[config.mk]
export PLATFORM = sky130hd
export DESIGN_NAME = ncb_host
export DESIGN_NICKNAME = d
export VERILOG_FILES = /design/src/hdl/ncb_host.v /design/src/hdl/ncb_strobe.v
export VERILOG_INCLUDE_DIRS = /design/src /design/src/hdl
export SDC_FILE = /design/constraint.sdc
export NUM_CORES = 1
export LEC_CHECK = 0
export ABC_AREA = 1
export BUFFER_PORTS_ARGS = -buffer_cell sky130_fd_sc_hd__buf_4
export CAP_MARGIN = 15
export CELL_PAD_IN_SITES_DETAIL_PLACEMENT = 2
export CELL_PAD_IN_SITES_GLOBAL_PLACEMENT = 2
export CORE_MARGIN = 2
export CORE_UTILIZATION = 33
export CTS_CLUSTER_SIZE = 10
export DETAILED_ROUTE_END_ITERATION = 8
export PLACE_DENSITY_LB_ADDON = 0.1
export SLEW_MARGIN = 5
export SYNTH_ARGS = -nofsm -noshare
export SYNTH_HDL_FRONTEND = slang
export SYNTH_SLANG_ARGS = --single-unit
[constraint.sdc]
create_clock -name clk_sys -period 3.9 [get_ports clk_sys]
set_clock_uncertainty 0.2 [all_clocks]
set_input_delay 0.195 -clock clk_sys [delete_from_list [all_inputs] [get_ports clk_sys]]
set_output_delay 0.195 -clock clk_sys [all_outputs]
set_load 0.01 [all_outputs]
[src/hdl/ncb_defs.vh]
// Purpose: Constants for the NAND copy-back / ID / status host controller
// Assumes: 10 MHz clk_sys, x8 NAND port
// Notes: Strobe and WB counts derive from nanosecond figures and the clock period; the busy timeout is a plain cycle count
`ifndef NCB_DEFS_VH
`define NCB_DEFS_VH
`define NCB_CMD_READ0 8'h00
`define NCB_CMD_CB_READ 8'h35
`define NCB_CMD_READ_CFM 8'h30
`define NCB_CMD_CB_DATA 8'h85
`define NCB_CMD_PROG_CFM 8'h10
`define NCB_CMD_STATUS 8'h70
`define NCB_CMD_STATUS2 8'h71
`define NCB_CMD_READ_ID 8'h90
`define NCB_CMD_ECC_STAT 8'h7A
`define NCB_CMD_RESET 8'hFF
// Operation codes at the user port
`define NCB_OP_COPY_READ 3'h0
`define NCB_OP_COPY_PROG 3'h1
`define NCB_OP_PATCH 3'h2
`define NCB_OP_READ_ID 3'h3
`define NCB_OP_STATUS 3'h4
`define NCB_OP_ECC_STATUS 3'h5
`define NCB_OP_RESET 3'h6
// Status byte fields
`define NCB_ST_FAIL 0
`define NCB_ST_REWRITE 3
`define NCB_ST_RDY_A 5
`define NCB_ST_RDY_B 6
`define NCB_ST_WP_N 7
// ECC status byte fields
`define NCB_ECC_RES_LSB 0
`define NCB_ECC_SEC_LSB 4
`define NCB_ECC_UNCORR 4'hF
`define NCB_ECC_MAX_CORR 4'h8
`define NCB_ECC_SEC_MAX 4'h7
// ID layout and copy-back district bit
`define NCB_ID_BYTES 3'd5
`define NCB_SRC_DISTRICT_BIT 6
// Timing
`define NCB_CLK_NS 100
`define NCB_STROBE_NS 100
`define NCB_STROBE_CYC (((`NCB_STROBE_NS + `NCB_CLK_NS - 1) / `NCB_CLK_NS) < 1 ? 1 : \
    ((`NCB_STROBE_NS + `NCB_CLK_NS - 1) / `NCB_CLK_NS))
`define NCB_WB_NS 200
`define NCB_WB_CYC ((`NCB_WB_NS + `NCB_CLK_NS - 1) / `NCB_CLK_NS)
`define NCB_BUSY_TIMEOUT 32'd100000
`endif

[src/hdl/ncb_host.v]
// Purpose: Host sequencer for copy-back, ID read, status and ECC status
// Assumes: One NAND device on an x8 port, synchronous sampling of ready_busy_pin
// Notes: One operation at a time; busy waits poll the pin, not status
`timescale 1ns/100ps
`include "ncb_defs.vh"
// Behaviour
// - Check status or data after read busy
// - Copy-back program 85h with destination, no reload
// - Random data input patches buffer bytes
// - Source and destination in same district
// - Pass/fail valid only once ready
// - Only 70h, 71h, FFh while busy
module ncb_host (
    input wire clk_sys,
    input wire reset,
    input wire op_valid,
    input wire [2:0] op_code,
    input wire [31:0] op_src_addr,
    input wire [31:0] op_dst_addr,
    input wire [15:0] op_column,
    input wire [7:0] op_data,
    input wire [7:0] port_in,
    input wire ready_busy_pin,
    output reg op_ready_r,
    output reg op_done_r,
    output reg op_error_r,
    output reg [7:0] result_r,
    output reg result_valid_r,
    output reg [7:0] device_status_r,
    output reg [7:0] ecc_result_status_r,
    output reg [3:0] id_chip_count_r,
    output reg [4:0] id_cell_levels_r,
    output reg [3:0] id_page_kb_r,
    output reg [9:0] id_block_kb_r,
    output reg id_wide_r,
    output reg cle,
    output reg ale,
    output reg write_strobe_n,
    output reg read_strobe_n,
    output reg [7:0] port_out,
    output reg port_oe
);
    localparam K_CMD = 2'd0;
    localparam K_ADR = 2'd1;
    localparam K_WR = 2'd2;
    localparam K_RD = 2'd3;
    localparam S_IDLE = 4'd0;
    localparam S_ISSUE = 4'd1;
    localparam S_WAIT = 4'd2;
    localparam S_WB = 4'd3;
    localparam S_BUSY = 4'd4;
    localparam S_DONE = 4'd5;
    reg [3:0] state_r;
    reg [3:0] step_r;
    reg [2:0] op_r;
    reg [31:0] src_r;
    reg [31:0] dst_r;
    reg [15:0] col_r;
    reg [7:0] data_r;
    reg [31:0] wait_r;
    reg [2:0] idx_r;
    reg err_r;
    reg st_go;
    reg [1:0] st_kind;
    reg [7:0] st_data;
    reg last_step;
    reg busy_after;
    wire st_done;
    wire [7:0] st_rdata;
    wire s_cle;
    wire s_ale;
    wire s_we_n;
    wire s_re_n;
    wire [7:0] s_out;
    wire s_oe;
    // Byte sequence for each operation; step index walks it
    always @* begin
        st_kind = K_CMD;
        st_data = 8'h00;
        last_step = 1'b0;
        busy_after = 1'b0;
        case (op_r)
            `NCB_OP_COPY_READ: begin
                case (step_r)
                    4'd0: st_data = `NCB_CMD_READ0;
                    4'd1: begin st_kind = K_ADR; st_data = 8'h00; end
                    4'd2: begin st_kind = K_ADR; st_data = 8'h00; end
                    4'd3: begin st_kind = K_ADR; st_data = src_r[7:0]; end
                    4'd4: begin st_kind = K_ADR; st_data = src_r[15:8]; end
                    4'd5: begin st_kind = K_ADR; st_data = src_r[23:16]; end
                    default: begin
                        st_data = `NCB_CMD_CB_READ;
                        last_step = 1'b1;
                        busy_after = 1'b1;
                    end
                endcase
            end
            `NCB_OP_COPY_PROG, `NCB_OP_PATCH: begin
                case (step_r)
                    4'd0: st_data = `NCB_CMD_CB_DATA;
                    4'd1: begin st_kind = K_ADR; st_data = col_r[7:0]; end
                    4'd2: begin st_kind = K_ADR; st_data = col_r[15:8]; end
                    4'd3: begin
                        st_kind = (op_r == `NCB_OP_PATCH) ? K_WR : K_ADR;
                        st_data = (op_r == `NCB_OP_PATCH) ? data_r : dst_r[7:0];
                        last_step = (op_r == `NCB_OP_PATCH);
                    end
                    4'd4: begin st_kind = K_ADR; st_data = dst_r[15:8]; end
                    4'd5: begin st_kind = K_ADR; st_data = dst_r[23:16]; end
                    default: begin
                        st_data = `NCB_CMD_PROG_CFM;
                        last_step = 1'b1;
                        busy_after = 1'b1;
                    end
                endcase
            end
            `NCB_OP_READ_ID: begin
                case (step_r)
                    4'd0: st_data = `NCB_CMD_READ_ID;
                    4'd1: begin st_kind = K_ADR; st_data = 8'h00; end
                    default: begin
                        st_kind = K_RD;
                        last_step = (idx_r == (`NCB_ID_BYTES - 3'd1));
                    end
                endcase
            end
            `NCB_OP_STATUS, `NCB_OP_ECC_STATUS: begin
                if (step_r == 4'd0) begin
                    st_data = (op_r == `NCB_OP_STATUS) ? `NCB_CMD_STATUS : `NCB_CMD_ECC_STAT;
                end else begin
                    st_kind = K_RD;
                    last_step = 1'b1;
                end
            end
            default: begin
                st_data = `NCB_CMD_RESET;
                last_step = 1'b1;
                busy_after = 1'b1;
            end
        endcase
    end
    always @(posedge clk_sys) begin
        if (reset) begin
            state_r <= S_IDLE;
            step_r <= 4'd0;
            op_r <= 3'd0;
            src_r <= 32'h0000_0000;
            dst_r <= 32'h0000_0000;
            col_r <= 16'h0000;
            data_r <= 8'h00;
            wait_r <= 32'h0000_0000;
            idx_r <= 3'd0;
            err_r <= 1'b0;
            op_ready_r <= 1'b0;
            op_done_r <= 1'b0;
            op_error_r <= 1'b0;
            result_r <= 8'h00;
            result_valid_r <= 1'b0;
            device_status_r <= 8'h00;
            ecc_result_status_r <= 8'h00;
            id_chip_count_r <= 4'd0;
            id_cell_levels_r <= 5'd0;
            id_page_kb_r <= 4'd0;
            id_block_kb_r <= 10'd0;
            id_wide_r <= 1'b0;
        end else begin
            op_done_r <= 1'b0;
            result_valid_r <= 1'b0;
            case (state_r)
                S_IDLE: begin
                    op_ready_r <= 1'b1;
                    if (op_valid && op_ready_r) begin
                        op_ready_r <= 1'b0;
                        op_r <= op_code;
                        src_r <= op_src_addr;
                        dst_r <= op_dst_addr;
                        col_r <= op_column;
                        data_r <= op_data;
                        step_r <= 4'd0;
                        idx_r <= 3'd0;
                        err_r <= 1'b0;
                        // Cross-district copy-back is refused before any pin moves
                        if (op_code == `NCB_OP_COPY_PROG && op_src_addr[`NCB_SRC_DISTRICT_BIT]
                            != op_dst_addr[`NCB_SRC_DISTRICT_BIT]) begin
                            op_error_r <= 1'b1;
                            op_done_r <= 1'b1;
                        end else if (!ready_busy_pin && op_code != `NCB_OP_STATUS
                            && op_code != `NCB_OP_RESET) begin
                            op_error_r <= 1'b1;
                            op_done_r <= 1'b1;
                        end else begin
                            op_error_r <= 1'b0;
                            state_r <= S_ISSUE;
                        end
                    end
                end
                S_ISSUE: state_r <= S_WAIT;
                S_WAIT: begin
                    if (st_done) begin
                        if (st_kind == K_RD) begin
                            result_r <= st_rdata;
                            result_valid_r <= 1'b1;
                            if (op_r == `NCB_OP_STATUS) begin
                                device_status_r <= st_rdata;
                            end
                            if (op_r == `NCB_OP_ECC_STATUS) begin
                                ecc_result_status_r <= st_rdata;
                                if ((st_rdata[3:0] > `NCB_ECC_MAX_CORR &&
                                    st_rdata[3:0] != `NCB_ECC_UNCORR) ||
                                    st_rdata[7:4] > `NCB_ECC_SEC_MAX) begin
                                    err_r <= 1'b1;
                                end
                            end
                            if (op_r == `NCB_OP_READ_ID) begin
                                idx_r <= idx_r + 3'd1;
                                if (idx_r == 3'd2) begin
                                    id_chip_count_r <= 4'd1 << st_rdata[1:0];
                                    id_cell_levels_r <= 5'd2 << st_rdata[3:2];
                                end
                                if (idx_r == 3'd3) begin
                                    id_page_kb_r <= 4'd1 << st_rdata[1:0];
                                    id_block_kb_r <= 10'd64 << st_rdata[5:4];
                                    id_wide_r <= st_rdata[6];
                                end
                            end
                        end
                        if (last_step) begin
                            wait_r <= 32'h0000_0000;
                            state_r <= busy_after ? S_WB : S_DONE;
                        end else begin
                            if (!(op_r == `NCB_OP_READ_ID && st_kind == K_RD)) begin
                                step_r <= step_r + 4'd1;
                            end
                            state_r <= S_ISSUE;
                        end
                    end
                end
                S_WB: begin
                    // Device needs time before the busy pin falls
                    wait_r <= wait_r + 32'h0000_0001;
                    if (wait_r >= (`NCB_WB_CYC - 1)) begin
                        wait_r <= 32'h0000_0000;
                        state_r <= S_BUSY;
                    end
                end
                S_BUSY: begin
                    wait_r <= wait_r + 32'h0000_0001;
                    if (ready_busy_pin) begin
                        state_r <= S_DONE;
                    end else if (wait_r >= `NCB_BUSY_TIMEOUT) begin
                        err_r <= 1'b1;
                        state_r <= S_DONE;
                    end
                end
                S_DONE: begin
                    op_done_r <= 1'b1;
                    op_error_r <= err_r;
                    state_r <= S_IDLE;
                end
                default: state_r <= S_IDLE;
            endcase
        end
    end
    // Pins are re-registered so every top output comes from a flip-flop
    always @(posedge clk_sys) begin
        if (reset) begin
            cle <= 1'b0;
            ale <= 1'b0;
            write_strobe_n <= 1'b1;
            read_strobe_n <= 1'b1;
            port_out <= 8'h00;
            port_oe <= 1'b0;
        end else begin
            cle <= s_cle;
            ale <= s_ale;
            write_strobe_n <= s_we_n;
            read_strobe_n <= s_re_n;
            port_out <= s_out;
            port_oe <= s_oe;
        end
    end
    ncb_strobe u_strobe (
        .clk_sys(clk_sys),
        .reset(reset),
        .start(state_r == S_ISSUE),
        .kind(st_kind),
        .wdata(st_data),
        .port_in(port_in),
        .done_r(st_done),
        .rdata_r(st_rdata),
        .cle_r(s_cle),
        .ale_r(s_ale),
        .write_strobe_n_r(s_we_n),
        .read_strobe_n_r(s_re_n),
        .port_out_r(s_out),
        .port_oe_r(s_oe)
    );
endmodule // ncb_host

[src/hdl/ncb_strobe.v]
// Purpose: One NAND bus cycle: command, address or data write, or data read
// Assumes: Port inputs synchronous to clk_sys
// Notes: Each strobe is held low NCB_STROBE_CYC and high NCB_STROBE_CYC
`timescale 1ns/100ps
`include "ncb_defs.vh"
module ncb_strobe (
    input wire clk_sys,
    input wire reset,
    input wire start,
    input wire [1:0] kind,
    input wire [7:0] wdata,
    input wire [7:0] port_in,
    output reg done_r,
    output reg [7:0] rdata_r,
    output reg cle_r,
    output reg ale_r,
    output reg write_strobe_n_r,
    output reg read_strobe_n_r,
    output reg [7:0] port_out_r,
    output reg port_oe_r
);
    // kind: 0 command, 1 address, 2 data write, 3 data read
    localparam S_IDLE = 2'd0;
    localparam S_LOW = 2'd1;
    localparam S_HIGH = 2'd2;
    reg [1:0] state_r;
    reg [7:0] cnt_r;
    reg [1:0] kind_r;
    always @(posedge clk_sys) begin
        if (reset) begin
            state_r <= S_IDLE;
            cnt_r <= 8'h00;
            kind_r <= 2'd0;
            done_r <= 1'b0;
            rdata_r <= 8'h00;
            cle_r <= 1'b0;
            ale_r <= 1'b0;
            write_strobe_n_r <= 1'b1;
            read_strobe_n_r <= 1'b1;
            port_out_r <= 8'h00;
            port_oe_r <= 1'b0;
        end else begin
            done_r <= 1'b0;
            case (state_r)
                S_IDLE: begin
                    if (start) begin
                        kind_r <= kind;
                        cle_r <= (kind == 2'd0);
                        ale_r <= (kind == 2'd1);
                        port_out_r <= wdata;
                        port_oe_r <= (kind != 2'd3);
                        write_strobe_n_r <= (kind == 2'd3);
                        read_strobe_n_r <= (kind != 2'd3);
                        cnt_r <= 8'h00;
                        state_r <= S_LOW;
                    end
                end
                S_LOW: begin
                    if (cnt_r >= (`NCB_STROBE_CYC - 1)) begin
                        write_strobe_n_r <= 1'b1;
                        read_strobe_n_r <= 1'b1;
                        cnt_r <= 8'h00;
                        state_r <= S_HIGH;
                    end else begin
                        cnt_r <= cnt_r + 8'h01;
                    end
                end
                S_HIGH: begin
                    // Pins pass one more register, so the read byte settles an edge late
                    if (kind_r == 2'd3 && cnt_r == 8'h00) begin
                        rdata_r <= port_in;
                    end
                    if (cnt_r >= (`NCB_STROBE_CYC - 1)) begin
                        cle_r <= 1'b0;
                        ale_r <= 1'b0;
                        port_oe_r <= 1'b0;
                        done_r <= 1'b1;
                        state_r <= S_IDLE;
                    end else begin
                        cnt_r <= cnt_r + 8'h01;
                    end
                end
                default: state_r <= S_IDLE;
            endcase
        end
    end
endmodule // ncb_strobe

==> results.yml, run 1 <==
critical_path:
  cp.buffers_inverters: 2
  critPathSlowestCell: "inv_2"
  r2r_end: "ecc_result_status_r[1]"
  r2r_start: "step_r[0]"
  cp_top_family: "simple AND/OR/NAND/NOR gates"
  cp_data_required_time_ns: 4.03
  r2r_slack_ns: 0.96
  cp.arrival_ns: 3.07
  cp-end-kind: "flop"
  worstPathCellList: "ha_1 -> inv_2 -> nor2_4 -> nand2_2 -> nand3_1 -> nand2_1 -> nand3_4 -> nand4_4 -> inv_2 -> nand2_2 -> nand2_1 -> a21oi_1"
  crit_type: "reg2reg"
  setup.worst_path.start_class: "flop"
  reg2reg_depth: 12
  slowest_delay_ns: 0.43
  path_max_fanout: 29
clocking:
  cts_max_path_buffers: 3
  cts.sinks: 202
  cts_tree: "done"
  root_buffer: "clkbuf_16"
  ctsResizeCount: 0
  htreeDepth: 1
  path_clk_slew_ns: 0.06
  postCtsHoldBufs: 86
  cts_buffers: 25
  clk_latency_ns: 0.52
  postCtsSetupBuffers: 0
global_routing:
  grt_pass1_vias: 10500
  grt_pass1_wl_um: 57600
  overflow: 0
  grt.total_usage_pct: 24.9
  antenna_found_initial: 0
  grt_max_degree: 92
detailed_routing:
  drc_errors: 0
  avgRoutedWirePerCell_um: 19.2
  ant_nets: 0
  avgViaCountPerCell: 5.11
  drtIter0Drc: 441
  first_pass_iters: 5
  vias: 9675
  wl_um: 36400
synthesis:
  synth-seq-area-share_pct: 43.7
  syn_avg_cell_area_um2: 7.13
  synth-compound-area-share_pct: 18.1
  yosys_register_bits: 202
  synthCells: 1298
  synth-adder-area-share_pct: 1.49
  synth_top_family_by_area: "simple AND/OR/NAND/NOR gates"
  synthMuxAreaShare_pct: 0
  synth_area_um2: 9250
  ys.flop_type: "dfxtp_1"
  synth_edf_count: 0
  yosys.area_share.xor_xnor_pct: 0.473
  synthSimpleGateAreaFrac_pct: 27.2
  synth-warning-count: 0
  async_reset_ff_share_pct: 0
  synthDistinctLibCells: 47
power_and_ir_drop:
  netSwitchingFraction_pct: 33.0
  pwr-share-clk_pct: 34.2
  seq_power_share_pct: 41.5
  switchingPower_uw: 2030
  internal_power_uw: 4130
  comb_power_share_pct: 24.4
  power_density_nw_per_um2: 506
  power.leakage_uw: 0.00497
  peakVddDrop_mv: 0.305
min_path:
  min_path_cells: 2
  holdPathEnd: "port_oe"
  holdCritStartpoint: "u_strobe.port_oe_r"
  hp-class: "reg2reg"
finish:
  nNetsFinal: 1622
  drive_gt1_share_pct: 15.0
  area_delta_synth_final_pct: 31.7
  final_cell_mix: "202 x dfxtp_1, 195 x nand2_1, 170 x nor2_1"
  layout_commonest_cell: "dfxtp_1"
  diodes: 0
  post-route-util_pct: 44.0
placed_design:
  port_buffers: 144
  gp_congestion: 0.842
  place_hpwl_um: 23700
timing:
  slew_headroom_pct: 29.4
  period_share_pct: 75.3
  setup_tns_ns: 0
  final_hold_viol_count: 0
  finalSetupViolCount: 0
  drv_slew: 0
  fmax_mhz: 340
  fin_crit_ns: 2.94
  rsz0062_at_grt: "no"
  worstMarginPinSlew_ns: 1.06
floorplanning:
  die_w_um: 171
  rows: 61
  coreArea_um2: 27700
  start_util_pct: 33.4
  io_pins: 168
  die_area_um2: 29400
  die_h_um: 171
status:
  outcome: "finished clean"
flow_run:
  drv_cap: 0
==> synthesized netlist by cell type (6+ instances only) <==
library cell  instances  area share, %
nand2_1             195            7.9
o22ai_1              13           0.88
buf_2                13           0.70
nand2_2               6           0.41
o21ai_0             114            6.2
nor3_1               26            1.4
nand3b_1             10           0.81
dfxtp_1             202             44
nor2_2                6           0.41
a22oi_1               6           0.49
clkbuf_1             35            1.4
a211oi_1             10           0.81
nor2_1              170            6.9
buf_4                 7           0.57
nand3_1             112            6.1
ha_1                 11            1.5
or2_2                15            1.0
a21oi_1             138            7.5
inv_2                 8           0.32
inv_1               130            5.3
nand4_1              14           0.95
==> power by group through the flow <==
stage / Clock (uW) / Sequential (uW) / Combinational [uW]
floorplan: 0 / 2560 / 911
global placement: 0 / 2570 / 1350
detailed placement: 0 / 2590 / 1400
CTS: 2140 / 2550 / 1480
global route: 2240 / 2590 / 1690
finish: 2110 / 2560 / 1500
==> layout make-up <==
class	count	area, um2
fill	3200	15500
inverter	140	527
sequential	202	4040
clock buffer	33	696
tap	378	473
timing repair buffer	240	2030
multi-input combinational	899	4410
clock inverter	2	10.0
==> routing by layer <==
layer  up-vias  wire length (um)  part of all wire (%)  global-route usage [%]
li1       4709                 -                     -                       -
met1      4748             15900                    44                    30.8
met2       166             18700                    51                    45.6
met3        52               967                   2.7                    2.83
met4         0               862                   2.4                    6.23
met5         -                 0                     0                       0
==> flip-flops by register name (all words and copies together) (netlist names), 8 cells and up <==
signal / count
result_r: 8
data_r: 8
ecc_result_status_r: 8
dst_r: 24
u_strobe.port_out_r: 8
wait_r: 32
u_strobe.rdata_r: 8
src_r: 24
device_status_r: 8
col_r: 16
port_out: 8
==> stage by stage <==
| stage | total power [uW] | hold WS [ns] | cells | instance area [um2] | worst slack, ns |
|---|---|---|---|---|---|
| 2_1_floorplan | 3470 | 0.115 | 1304 | 9280 | 1.82 |
| 6_report | 6160 | 0.227 | 1894 | 12200 | 0.962 |
| 5_1_grt | 6520 | 0.246 | 1894 | 12200 | 0.731 |
| 3_5_place_dp | 3990 | 0.225 | 1773 | 10600 | 0.987 |
| 3_3_place_gp | 3920 | 0.212 | 1773 | 10600 | 1.15 |
| 4_1_cts | 6170 | 0.233 | 1894 | 12200 | 0.957 |
==> cells by family after synthesis <==
group,Yosys count
AND/OR/NAND/NOR,566
adder cells (fa/ha/maj),11
buffers and inverters,203
other,1
XOR/XNOR,5
flip-flops,202
AO/OA/AOI/OAI,310
==> worst max path at each step <==
stage	from	to	cells past startpoint
3_5_place_dp	step_r[0]	ecc_result_status_r[1]	12
2_1_floorplan	step_r[0]	device_status_r[0]	12
6_report	step_r[0]	ecc_result_status_r[1]	12
3_3_place_gp	step_r[0]	device_status_r[6]	12
5_1_grt	step_r[0]	ecc_result_status_r[1]	12
4_1_cts	step_r[0]	ecc_result_status_r[1]	12
==> worst reg2reg max path, cell delays in order, from the launching register on <==
cell and delay, ns:
dfxtp_1 0.40, ha_1 0.30, inv_2 0.07, nor2_4 0.24, nand2_2 0.16, nand3_1 0.10
nand2_1 0.10, nand3_4 0.14, nand4_4 0.16, inv_2 0.43, nand2_2 0.24, nand2_1 0.12
a21oi_1 0.08
No activity file was read; power rests on OpenSTA's default activity.
==> run 2: changes to the inputs <==
Settings changed: CORE_UTILIZATION 33 to 28.
Clock period 3.9 ns to 2.4 ns, I/O delays scaled along.
==> results.yml, run 2 (synthesized netlist as in run 1, its figures left out) <==
status:
  outcome: "finished clean"
finish:
  top_register: "wait_r"
  reg_top3: "wait_r: 32 flops, dst_r: 24 flops, src_r: 24 flops"
  drive_gt1_share_pct: 18.7
  final_cell_mix: "201 x dfxtp_1, 196 x buf_4, 194 x nand2_1"
  post-route-cell-area_um2: 12800
  layout_commonest_cell: "dfxtp_1"
  nFillCells: 3825
  nNetsFinal: 1670
  area_delta_synth_final_pct: 38.6
  largest_reg_flops: 32
  diodes: 0
detailed_routing:
  vias: 9816
  ant_nets: 0
  avgViaCountPerCell: 4.88
  drc_errors: 0
  drtIter0Drc: 348
  wl_um: 36600
  avgRoutedWirePerCell_um: 18.2
  first_pass_iters: 4
power_and_ir_drop:
  internal_power_uw: 6990
  power.leakage_uw: 0.00525
  power_density_nw_per_um2: 815
  switchingPower_uw: 3460
  netSwitchingFraction_pct: 33.1
  seq_power_share_pct: 39.7
  pwr-share-clk_pct: 34.3
  comb_power_share_pct: 26.0
  peakVddDrop_mv: 0.582
clocking:
  cts_tree: "done"
  clk_latency_ns: 0.55
  cts.sinks: 202
  cts_max_path_buffers: 3
  htreeDepth: 1
  path_clk_slew_ns: 0.06
  cts_buffers: 26
  root_buffer: "clkbuf_16"
critical_path:
  setup.worst_path.start_class: "flop"
  r2r_start: "step_r[0]"
  cp.buffers_inverters: 4
  critPathSlowestCell: "dfxtp_4"
  cp.arrival_ns: 2.50
  cp_top_family: "buffers and inverters"
  cp-end-kind: "flop"
  slowest_delay_ns: 0.38
  crit_type: "reg2reg"
  cp-startpoint: "step_r[0]"
  cp_data_required_time_ns: 2.63
  path_max_fanout: 16
  crit_path_frequent_cell: "buf_4"
  worstPathCellList: "inv_1 -> buf_4 -> ha_1 -> o21ai_2 -> nand3_1 -> nand2_1 -> nand3_4 -> nand4_4 -> inv_6 -> buf_4 -> o21ai_0 -> a21oi_1"
global_routing:
  overflow: 0
  grt_pass1_vias: 10500
  grt_max_degree: 76
  grt_pass1_wl_um: 57600
  antenna_found_initial: 1
  grt.total_usage_pct: 21.2
timing:
  drv_slew: 0
  period_share_pct: 94.8
  finalSetupViolCount: 0
  final.setup.worst_slack_ns: 0.124
  hold_ws_ns: 0.144
  final_hold_viol_count: 0
  fmax_mhz: 439
  slew_headroom_pct: 63.9
  fin_crit_ns: 2.28
  worstMarginPinSlew_ns: 0.540
floorplanning:
  die_w_um: 186
  io_pins: 168
  start_util_pct: 28.4
  die_h_um: 186
  die_area_um2: 34500
  rows: 66
  coreArea_um2: 32500
placed_design:
  gp_congestion: 0.805
  place_area_um2: 11100
  place_hpwl_um: 25400
  place_ws_ns: -0.0552
  port_buffers: 144
min_path:
  holdCritStartpoint: "op_src_addr[18]"
  hp-class: "in2reg"
flow_run:
  drv_cap: 0
## run 2: cell types whose count changed in the layout (fill, tap and decap cells not counted), moves of 3 or more
cell / previous run / this run
buf_12: 1 / 4
buf_4: 153 / 196
clkbuf_1: 4 / 8
ha_1: 11 / 8
## run 2: worst paths after layout
check / end / slack [ns] / cells after the start
worst max-delay path: result_r[3] / 0.12 / 12
worst min-delay path: src_r[18] / 0.14 / 4
worst max register to register: result_r[3] / 0.12 / 12
worst min register to register: port_oe / 0.23 / 2
## run 2: through the flow
stage,setup TNS [ns],utilization (%),total power (uW),std cells
finish,0,39.4,10500,2012
global route,-0.0121,39.4,11100,2012
floorplan,0,-,5640,1304
global placement,0,34.0,6630,1882
CTS,0,39.1,10500,2010
detailed placement,-0.184,34.0,6720,1882
## run 2: cell type report
type / count / area, um2 / area share (%)
clock buffer: 37 / 722 / 5.63
clock inverter: 5 / 38.8 / 0.302
inverter: 140 / 534 / 4.17
multi-input combinational: 899 / 4490 / 35.0
sequential: 202 / 4050 / 31.6
tap: 442 / 553 / 4.31
timing repair buffer: 287 / 2440 / 19.0
## run 2: repair_timing
item / in CTS / in global routing
hold buffers: 86 / 0
buffers inserted: 0 / 1
endpoints found under the setup margin: 23 / 82
cloned: 0 / 1
endpoints found under the hold margin: 108 / 0
pin swaps: 0 / 1
gates resized for setup: 4 / 21
## run 2: power by group through the flow
stage	clock [uW]	sequential, uW	combinational, uW
after global routing	3830	4210	3070
after floorplan	0	4160	1480
after detailed placement	0	4210	2510
final	3590	4150	2720
after global placement	0	4190	2440
after CTS	3710	4140	2660
## run 2: routing by layer
metal,vias up,part of all wire [%],GRT usage [%]
met5,-,0.036,0
li1,4817,-,-
met4,2,1.8,4.31
met1,4828,45,26.9
met3,41,2.7,2.64
met2,128,51,38.5
## run 2: worst reg2reg max path, cell delays in order, from the launching register on
cell and delay (ns):
dfxtp_4 0.38, inv_1 0.09, buf_4 0.15, ha_1 0.23
o21ai_2 0.15, nand3_1 0.10, nand2_1 0.11, nand3_4 0.14
nand4_4 0.13, inv_6 0.08, buf_4 0.18, o21ai_0 0.16
a21oi_1 0.06
